### src/logic/blasp_pkg.sv
// Purpose: Constants for the byte-lane asynchronous static memory controller
// Assumes: 250 MHz system clock, 4 ns period
// Notes:   Times in ns; cycle counts derived from them and the clock period
package blasp_pkg;
  localparam int ADDR_WIDTH      = 19;
  localparam int DATA_WIDTH      = 16;
  localparam int LANE_WIDTH      = 8;
  localparam int CLK_PERIOD_NS   = 4;
  // Read cycle and access time
  localparam int READ_CYCLE_NS   = 55;
  localparam int READ_ACCESS_NS  = 55;
  // Write strobe, lane enable and address setup to write end
  localparam int WRITE_PULSE_NS  = 35;
  localparam int DATA_SETUP_NS   = 25;
  // Write recovery between write end and the next cycle (covers total write cycle time)
  localparam int WRITE_CYCLE_NS  = 45;
  // Least times round up to whole cycles
  localparam int READ_CYCLES   = (READ_CYCLE_NS + CLK_PERIOD_NS - 1) / CLK_PERIOD_NS;
  localparam int ACCESS_CYCLES = (READ_ACCESS_NS + CLK_PERIOD_NS - 1) / CLK_PERIOD_NS;
  localparam int PULSE_CYCLES  = (WRITE_PULSE_NS + CLK_PERIOD_NS - 1) / CLK_PERIOD_NS;
  localparam int WCYCLE_CYCLES = (WRITE_CYCLE_NS + CLK_PERIOD_NS - 1) / CLK_PERIOD_NS;
  localparam int COUNT_WIDTH   = 5;
  localparam logic [COUNT_WIDTH-1:0] READ_COUNT   = COUNT_WIDTH'(READ_CYCLES);
  localparam logic [COUNT_WIDTH-1:0] PULSE_COUNT  = COUNT_WIDTH'(PULSE_CYCLES);
  localparam logic [COUNT_WIDTH-1:0] RECOVER_COUNT =
    COUNT_WIDTH'(WCYCLE_CYCLES - PULSE_CYCLES + 1);
  // Controller states
  typedef enum logic [2:0] {
    BLASP_IDLE    = 3'b000,
    BLASP_READ    = 3'b001,
    BLASP_WSETUP  = 3'b010,
    BLASP_WPULSE  = 3'b011,
    BLASP_WEND    = 3'b100
  } blasp_state_type;
endpackage

### src/logic/blasp_counter.sv
// Purpose: Down counter that times one memory cycle phase
// Assumes: load and count are never asserted together with conflicting intent
// Notes:   done is high while the count is zero
`timescale 1ns/10ps
module blasp_counter
  import blasp_pkg::*;
(
  input  wire logic                   clk,
  input  wire logic                   reset,
  input  wire logic                   load,
  input  wire logic [COUNT_WIDTH-1:0] loadValue,
  output logic                        done
);
  logic [COUNT_WIDTH-1:0] count_reg;
  logic [COUNT_WIDTH-1:0] count_next;

  // Load takes priority over counting down
  always_comb
  begin
    count_next = count_reg;
    if (load)
      count_next = loadValue;
    else if (count_reg != '0)
      count_next = count_reg - COUNT_WIDTH'(1);
  end

  // Register
  always_ff @(posedge clk)
  begin
    if (reset)
      count_reg <= '0;
    else
      count_reg <= count_next;
  end

  assign done = (count_reg == '0);
endmodule // blasp_counter

### src/logic/blasp_controller.sv
// Purpose: Host-side controller driving a 512K x 16 asynchronous static memory
// Assumes: Memory pins sampled synchronously; one request at a time
// Notes:   Read data is captured at the end of the read cycle
//
// Behaviour
// - Write: selects active, strobe low, lanes chosen
// - Read: selects active, drive-enable low, strobe high
// - Read cycle lasts at least 55 ns
// - Write address stable 35 ns before end
// - Address stable before write starts
// - Address held until write ends
// - Write data set up 25 ns, held
// - Lane enables low 35 ns before end
// - Write only while all enables overlap
`timescale 1ns/10ps
module blasp_controller
  import blasp_pkg::*;
(
  input  wire logic                  clk,
  input  wire logic                  reset,
  input  wire logic                  reqValid,
  input  wire logic                  reqWrite,
  input  wire logic [ADDR_WIDTH-1:0] reqAddr,
  input  wire logic [DATA_WIDTH-1:0] reqWriteData,
  input  wire logic [1:0]            reqLanes,
  output logic                       reqReady,
  output logic                       readValid,
  output logic [DATA_WIDTH-1:0]      readData,
  output logic [ADDR_WIDTH-1:0]      memAddr,
  output logic                       primary_select_n,
  output logic                       secondary_select,
  output logic                       output_drive_enable_n,
  output logic                       store_strobe_n,
  output logic                       upper_lane_enable_n,
  output logic                       lower_lane_enable_n,
  input  wire logic [DATA_WIDTH-1:0] memDataIn,
  output logic [DATA_WIDTH-1:0]      memDataOut,
  output logic                       memDataOe_n
);
  blasp_state_type        state_reg, state_next;
  logic [ADDR_WIDTH-1:0]  addr_reg, addr_next;
  logic [DATA_WIDTH-1:0]  wdata_reg, wdata_next;
  logic [DATA_WIDTH-1:0]  rdata_reg, rdata_next;
  logic                   rvalid_reg, rvalid_next;
  logic                   ready_reg, ready_next;
  logic                   sel_reg, sel_next;
  logic                   oe_n_reg, oe_n_next;
  logic                   we_n_reg, we_n_next;
  logic                   ub_n_reg, ub_n_next;
  logic                   lb_n_reg, lb_n_next;
  logic                   doe_n_reg, doe_n_next;
  logic                   ctrLoad;
  logic [COUNT_WIDTH-1:0] ctrValue;
  logic                   ctrDone;

  // Phase timer for read, write pulse and write recovery
  blasp_counter u_timer (
    .clk       (clk),
    .reset     (reset),
    .load      (ctrLoad),
    .loadValue (ctrValue),
    .done      (ctrDone)
  );

  // Sequencer: every pin is registered so edges land on clock boundaries
  always_comb
  begin
    state_next  = state_reg;
    addr_next   = addr_reg;
    wdata_next  = wdata_reg;
    rdata_next  = rdata_reg;
    rvalid_next = 1'b0;
    ready_next  = ready_reg;
    sel_next    = sel_reg;
    oe_n_next   = oe_n_reg;
    we_n_next   = we_n_reg;
    ub_n_next   = ub_n_reg;
    lb_n_next   = lb_n_reg;
    doe_n_next  = doe_n_reg;
    ctrLoad     = 1'b0;
    ctrValue    = READ_COUNT;
    case (state_reg)
      BLASP_IDLE:
      begin
        if (reqValid && ready_reg && reqLanes != 2'b00)
        begin
          ready_next = 1'b0;
          addr_next  = reqAddr;
          sel_next   = 1'b1;
          ub_n_next  = ~reqLanes[1];
          lb_n_next  = ~reqLanes[0];
          if (reqWrite)
          begin
            // Address and selects settle one cycle before the strobe
            wdata_next = reqWriteData;
            state_next = BLASP_WSETUP;
          end
          else
          begin
            oe_n_next  = 1'b0;
            ctrLoad    = 1'b1;
            ctrValue   = READ_COUNT;
            state_next = BLASP_READ;
          end
        end
      end
      BLASP_READ:
      begin
        // Timer covers address, enable and lane access times at once
        if (ctrDone)
        begin
          rdata_next  = memDataIn;
          rvalid_next = 1'b1;
          sel_next    = 1'b0;
          oe_n_next   = 1'b1;
          ub_n_next   = 1'b1;
          lb_n_next   = 1'b1;
          ready_next  = 1'b1;
          state_next  = BLASP_IDLE;
        end
      end
      BLASP_WSETUP:
      begin
        we_n_next  = 1'b0;
        doe_n_next = 1'b0;
        ctrLoad    = 1'b1;
        ctrValue   = PULSE_COUNT;
        state_next = BLASP_WPULSE;
      end
      BLASP_WPULSE:
      begin
        // Strobe rises first and ends the write; the rest follow a cycle later
        if (ctrDone)
        begin
          we_n_next  = 1'b1;
          ctrLoad    = 1'b1;
          ctrValue   = RECOVER_COUNT;
          state_next = BLASP_WEND;
        end
      end
      BLASP_WEND:
      begin
        // Data and address held past the ending edge before release
        sel_next   = 1'b0;
        ub_n_next  = 1'b1;
        lb_n_next  = 1'b1;
        doe_n_next = 1'b1;
        if (ctrDone)
        begin
          ready_next = 1'b1;
          state_next = BLASP_IDLE;
        end
      end
      default:
        state_next = BLASP_IDLE;
    endcase
  end

  // Registers; reset leaves memory deselected and data bus released
  always_ff @(posedge clk)
  begin
    if (reset)
    begin
      state_reg  <= BLASP_IDLE;
      addr_reg   <= '0;
      wdata_reg  <= '0;
      rdata_reg  <= '0;
      rvalid_reg <= 1'b0;
      ready_reg  <= 1'b1;
      sel_reg    <= 1'b0;
      oe_n_reg   <= 1'b1;
      we_n_reg   <= 1'b1;
      ub_n_reg   <= 1'b1;
      lb_n_reg   <= 1'b1;
      doe_n_reg  <= 1'b1;
    end
    else
    begin
      state_reg  <= state_next;
      addr_reg   <= addr_next;
      wdata_reg  <= wdata_next;
      rdata_reg  <= rdata_next;
      rvalid_reg <= rvalid_next;
      ready_reg  <= ready_next;
      sel_reg    <= sel_next;
      oe_n_reg   <= oe_n_next;
      we_n_reg   <= we_n_next;
      ub_n_reg   <= ub_n_next;
      lb_n_reg   <= lb_n_next;
      doe_n_reg  <= doe_n_next;
    end
  end

  // Outputs straight from flip-flops
  assign reqReady              = ready_reg;
  assign readValid             = rvalid_reg;
  assign readData              = rdata_reg;
  assign memAddr               = addr_reg;
  assign primary_select_n      = ~sel_reg;
  assign secondary_select      = sel_reg;
  assign output_drive_enable_n = oe_n_reg;
  assign store_strobe_n        = we_n_reg;
  assign upper_lane_enable_n   = ub_n_reg;
  assign lower_lane_enable_n   = lb_n_reg;
  assign memDataOut            = wdata_reg;
  assign memDataOe_n           = doe_n_reg;

  // Helper: cycles the strobe and the drive enable have been low; saturates at all ones
  logic [COUNT_WIDTH-1:0] strobeLow_reg, strobeLow_next;
  logic [COUNT_WIDTH-1:0] readLow_reg, readLow_next;
  always_comb
  begin
    strobeLow_next = '0;
    readLow_next   = '0;
    if (!we_n_reg)
      strobeLow_next = strobeLow_reg + COUNT_WIDTH'(strobeLow_reg != '1);
    if (!oe_n_reg)
      readLow_next = readLow_reg + COUNT_WIDTH'(readLow_reg != '1);
  end

  // Counters kept apart from the sequencer so the checks never feed the pins
  always_ff @(posedge clk)
  begin
    if (reset)
    begin
      strobeLow_reg <= '0;
      readLow_reg   <= '0;
    end
    else
    begin
      strobeLow_reg <= strobeLow_next;
      readLow_reg   <= readLow_next;
    end
  end
endmodule // blasp_controller

### config.mk
export PLATFORM = sky130hd
export DESIGN_NAME = blasp_controller
export DESIGN_NICKNAME = d
export VERILOG_FILES = /design/src/logic/blasp_pkg.sv /design/src/logic/blasp_counter.sv /design/src/logic/blasp_controller.sv
export SDC_FILE = /design/constraint.sdc
export NUM_CORES = 1
export LEC_CHECK = 0
export BUFFER_PORTS_ARGS = -buffer_cell sky130_fd_sc_hd__buf_2
export CAP_MARGIN = 20
export CORE_ASPECT_RATIO = 1.2
export CORE_MARGIN = 5
export CORE_UTILIZATION = 50
export CTS_CLUSTER_SIZE = 40
export DETAILED_ROUTE_END_ITERATION = 12
export PLACE_DENSITY = 0.93
export SLEW_MARGIN = 20
export SYNTH_ARGS = -nofsm -noshare
export SYNTH_HDL_FRONTEND = slang
export SYNTH_SLANG_ARGS = --single-unit
### constraint.sdc
create_clock -name clk -period 3.83 [get_ports clk]
set_input_delay 0.383 -clock clk [delete_from_list [all_inputs] [get_ports clk]]
set_output_delay 0.383 -clock clk [all_outputs]
set_load 0.1 [all_outputs]
After elaboration in Yosys (flattened, before gate mapping). Index checks and enable logic that the tools add are counted.

Output and inout bits: 60. Word-level logic and storage cells: 77. Register bits after elaboration: 67. Input port bits: 57.

Bitwise operators: 4. Mux-type cells: 28. Equal/unequal tests: 9. $add $sub $neg: 1. Reduce and logical (&&, ||, !) cells: 22.

Operator list (number): one-hot mux 1 bit (3 select lines) (4); one-hot mux 3 bit (4 select lines) (1); AND reduction 3 bit (4); nonzero test 2 bit (6); 2-to-1 mux 1 bit (11); 2-to-1 mux 5 bit (2); 2-to-1 mux 3 bit (3); inequality test 2 bit (second input constant) (4); one-hot mux 1 bit (2 select lines) (4); one-hot mux 4 bit (2 select lines) (1); equality test 3 x 2 -> 1 bit (second input constant) (2); AND reduction 2 bit (3); logical NOT 5 bit (1); nonzero test 5 bit (1); subtractor 5 x 1 -> 5 bit (second input constant) (1); 2-to-1 mux 4 bit (1); inverter 1 bit (4); AND reduction 4 bit (1); OR reduction 2 bit (2); equality test 3 x 1 -> 1 bit (second input constant) (1); equality test 3 bit (second input constant) (1); logical NOT 3 bit (1); nonzero test 3 bit (1); logical AND 1 bit (2); other kinds (2) (2).

Longest topological paths before layout.
Depth after elaboration: 5. Depth in mapped cells: 8. Depth with buffers taken out: 6.

Cells and area by module. From an unflattened synthesis, not the netlist that was laid out.

Cells, all modules: 330. Area, all modules: 2877.8 µm².

By module, submodules not included: blasp_controller (area each 2590.0 µm², cells each 298, sequential area each 1241.2 µm², times used 1); blasp_counter (area each 287.8 µm², cells each 32, sequential area each 100.1 µm², times used 1).

Worst setup path before layout. No wires, ideal clock.

Path kind: register to register. Start: register ready_reg, in the netlist reqReady. End: register lb_n_reg, in the netlist lower_lane_enable_n. Required time: 3.708 ns. Cell stages (with the launch flop): 7. Period minus slack after synthesis: 2.213 ns. Setup slack: 1.617 ns. Library setup time: 0.122 ns. Buffers on the path: 2. Arrival: 2.091 ns. Path through: dfxtp_1 -> o211a_1 -> and2_1 -> buf_2 -> buf_2 -> nand2_1 -> a221o_1.

Longest elaborated chain between the ends: 4.

Ends and longest elaborated chain: start, declared (line blasp_controller.sv:45) `logic ready_reg, ready_next;`; start signal, assigned (line blasp_controller.sv:184) `ready_reg <= ready_next;`; logical AND 1 bit (2 in a row) (line blasp_controller.sv:85) `if (reqValid && ready_reg && reqLanes != 2'b00)`; inequality test 2 bit (no source line); AND reduction 3 bit (no source line); end signal, assigned (line blasp_controller.sv:189) `lb_n_reg <= lb_n_next;`; end, declared (line blasp_controller.sv:50) `logic lb_n_reg, lb_n_next;`.

Every way passes these cells. A chain may end at the register's enable or synchronous reset.

Worst setup path in the final report.
Start: register u_timer.count_reg[0]. End: register rdata_reg[5], in the netlist readData[5].

Longest elaborated chain between the ends: 2.

Ends and longest elaborated chain: start, declared (line blasp_counter.sv:14) `logic [COUNT_WIDTH-1:0] count_reg;`; start signal, assigned (line blasp_counter.sv:33) `count_reg <= count_next;`; logical NOT 5 bit (line blasp_counter.sv:36) `assign done = (count_reg == '0);`; AND reduction 2 bit (no source line); end signal, assigned (line blasp_controller.sv:182) `rdata_reg <= rdata_next;`; end, declared (line blasp_controller.sv:43) `logic [DATA_WIDTH-1:0] rdata_reg, rdata_next;`.

Every way passes these cells.

==> metrics.md <==
| Metric | Value |
|---|---|
| Dpl cells | ~460 |
| Setup violations, final | 0 |
| FF-to-FF setup slack | around 1.3 ns |
| #FFs+latches synth | between 60 and 70 |
| Buffers & Inverters on Critical Path | 1 |
| Post-CTS Setup Inserts | 0 |
| PwrDens | around 730 nW/µm² |
| Crit path DAT | approximately 2.7 ns |
| Switching Power | ~0.0011 W |
| CP Depth | 6 |
| Final hold violation count | 0 |
| Slowest-stage cell, CP | nand3_1 |
| Crit. End Element | register |
| CP peak stage delay | 0.84 ns |
| Initial antenna violation count | 0 |
| GR Util met3 | 8.06% |
| Met2 GRT Util | 32.5% |
| Status | completed |
| Crit start category | register |
| I/O pin cnt | approximately 120 |
| CTS HTree Levels | 3 |
| Sw frac | between 40 and 50% |
| Synthesis-to-layout area growth | 29.0% |
| Largest net degree at the start of global routing | 68 |
| Post-Synthesis Cell Area | ~2600 µm² |
| Clock skew | 0.0106 ns |
| Unrepaired setup endpoints after global routing | false |
| Post-CTS Hold Fix Bufs | 0 |
| CP top delay family | simple AND/OR/NAND/NOR gates |
| Share of cells above drive strength 1 | between 30% and 40% |
| Post-Synth Simple-Gate Area | 22.3% |
| Combinational share of power | between 40% and 50% |
| Worst-path fanout max | 18 |
| Starting Density | 52.2% |
| Die Width | 76.1 µm |
| Met1 usage | between 20% and 30% |
| Num rows | 28 |
| Root Driver | clkbuf_8 |
| CP endpoint | readData[5] |
| Core Region | ~5000 µm² |
| TritonCTS Sinks | 67 |
| Detailed-route via count | 2449 |
| Mux share of post-synthesis cell area | 6.12% |
| Final worst path period need | ~2.5 ns |
| Ant. Diodes | 0 |
| Critical path origin | u_timer.count_reg[0] |
| Routed Antenna Nets | 0 |
| Cell Count, Final, Fillers Out | between 400 and 500 |
| Fill count | 425 |
| Cell Chain, Critical Path | inv_1, ha_1, nor4b_4, nand3_1, mux2i_1, nor2_1 |
| Max Cap Viol | 0 |
| Vias per cell | about 5.2 |
| Grt total ovfl | 0 |
| Fmax | between 0.3 and 0.4 GHz |
| Seq. cell area | roughly 1300 µm² |
| P_int | roughly 0.0014 W |
| Clock transition at path regs | about 0.07 ns |
| Max FFs per register | 19 |
| Reg-to-reg startpoint | u_timer.count_reg[0] |
| Post-synth net total | 359 |
| Longest Clk Path Bufs | 2 |
| CTS-repair resized insts | 0 |
| Post-synthesis sequential area ratio | roughly half |
| CTS tree | done |
| Final Slew Violations | 0 |
| Pre-antenna DRT Iters | 4 |
| Die Span Y | just under 90 µm |
| Cts bufs inserted | 9 |
| Area of the multi-input gates | between 1000 and 1500 µm² |
| Syn_area_per_cell | about 8.7 µm² |
| Drt wl/cell | 13.8 µm |
| Setup Crit Path Kind | register to register |
| Total negative slack | 0 ns |
| Critical Path RT | about 4.0 ns |
| Clock power share | about a quarter |
| Global-route wire length before repair | roughly 11000 µm |
| Worst-margin pin slew | roughly 1.0 ns |
| DP Wirelength | 4730 µm |
| Leak Pwr | ~1.7 nW |
| Total GRT Usage | about a fifth |
| PortBufs | 116 |
| Gpl congestion | around 0.87 |
| Gate Count Post-Synth | 301 |
| Residual DRC | 0 |
| Gr busiest metal | met2 |
| Slew margin rel. | between 20% and 30% |
| Worst R2R Path Depth | 6 |
| Die area | roughly 6800 µm² |
| Synth Area in XOR/XNOR | 1.34% |
| Largest family of logic cells by synthesized area | simple AND/OR/NAND/NOR gates |
| Worst flop-to-flop path endpoint | readData[5] |
| Nets | approximately 460 |
| Yosys cell types | about 40 |
| Hold crit path type | primary input to register |
| Clk_lat worst skew | 0.32 ns |
| DR iter-0 viols | between 100 and 150 |
| Final worst-path cycle share | ~66% |
| Wirelength, routed | approximately 6500 µm |
| Adder-cell share of the synthesized area | less than 1% |
| Register share of total power | 34.7% |
| Vias in the first global route | roughly 2.4k |
| Synth Area in Compound Gates | 13.8% |
| YS warnings | 0 |
| Peak VDD IR | 486 µV |
| Hold depth | 3 |
## layer usage
| metal | part of all wire [%] | wire (µm) |
|---|---|---|
| met1 | 41 | 2650 |
| met2 | 47 | 3090 |
| met3 | 11 | 687 |
| met4 | 1.2 | 78 |
| met5 | 0 | 0 |
## kinds of logic after synthesis
logic type,Yosys count
AND/OR/NAND/NOR,126
flip-flops,67
AO/OA/AOI/OAI,60
buffers and inverters,27
multiplexers,16
XOR/XNOR,4
adder cells (fa/ha/maj),1
## power by group through the flow
stage	Clock, W	Combinational (W)	Sequential, W
after floorplan	0	0.000416	0.00134
after global placement	0	0.00101	0.000869
after detailed placement	0	0.00103	0.000873
after CTS	0.000598	0.00104	0.000858
after global routing	0.000633	0.00109	0.000872
final	0.000584	0.00103	0.000859
## worst min path at each step
stage	end	startpoint	slack, ns
3_5_place_dp	memDataOut[15]	memDataOut[15]	0.44
4_1_cts	memAddr[3]	reqAddr[3]	0.27
6_report	readData[3]	memDataIn[3]	0.29
2_1_floorplan	u_timer.count_reg[1]	reset	0.46
3_3_place_gp	memAddr[7]	memAddr[7]	0.44
5_1_grt	readData[4]	memDataIn[4]	0.27
## layout make-up
cell class              count  share of cell area [%]
flip-flops and latches     67                    39.7
multi-input cells         207                    34.1
repair buffers            117                    17.5
clock buffers              12                    4.59
well taps                  60                    2.22
clock inverters             4                    1.44
inverters                   4                   0.445
## worst register-to-register path, delay by kind of cell (launching register included)
family        cells  cell delay, ns
flops             1            0.33
buf+inv           1            0.06
fa+ha+maj         1            0.22
simple gates      3            1.32
mux               1            0.44
## metrics by stage
step | hold slack [ns] | total power [W] | utilization (%) | setup WS [ns] | instance area, µm²
floorplan | 0.463 | 0.00175 | - | 1.62 | 2620
global placement | 0.439 | 0.00188 | 63.3 | 1.47 | 3170
detailed placement | 0.443 | 0.00191 | 63.3 | 1.24 | 3170
CTS | 0.275 | 0.00249 | 67.4 | 1.25 | 3370
global route | 0.271 | 0.00260 | 67.4 | 1.05 | 3380
finish | 0.288 | 0.00247 | 67.4 | 1.32 | 3380
## cells in the final DEF (no fill, tap or decap), types with 4 or more instances in the layout
cell type | Yosys | layout
a21oi_1 | 43 | 43
clkbuf_8 | 0 | 11
nor3_1 | 4 | 4
nor2_1 | 23 | 23
nand2_1 | 63 | 63
inv_1 | 4 | 4
dfxtp_1 | 67 | 67
buf_2 | 7 | 115
nand3_1 | 20 | 20
mux2i_1 | 16 | 16
## Yosys cell counts
cell type,n,area [µm²]
dfxtp_1,67,1340
nand2_1,63,236
a21oi_1,43,215
nor2_1,23,86.3
nand3_1,20,100
mux2i_1,16,160
clkbuf_1,14,52.6
buf_2,7,35.0
inv_1,4,15.0
nor3_1,4,20.0
nor2b_1,3,18.8
xor2_1,3,26.3
a221o_1,2,20.0
a31oi_1,2,12.5
buf_6,2,22.5
nand3b_1,2,15.0
o21bai_1,2,15.0
a2111oi_2,1,15.0
a211oi_1,1,7.51
a221oi_1,1,8.76
a2bb2oi_1,1,8.76
a311oi_1,1,8.76
and2_1,1,6.26
and3b_1,1,8.76
ha_1,1,12.5
nand2_4,1,11.3
nand2b_1,1,6.26
nor3_2,1,10.0
nor3b_1,1,7.51
nor4_1,1,6.26
nor4b_4,1,23.8
nor4bb_1,1,10.0
o211a_1,1,10.0
o211ai_1,1,7.51
o21ai_0,1,5.00
o21ai_2,1,8.76
o221a_2,1,11.3
o22ai_1,1,6.26
or3_1,1,6.26
or4b_1,1,10.0
xnor2_1,1,8.76
(Power assumes the default switching activity.)
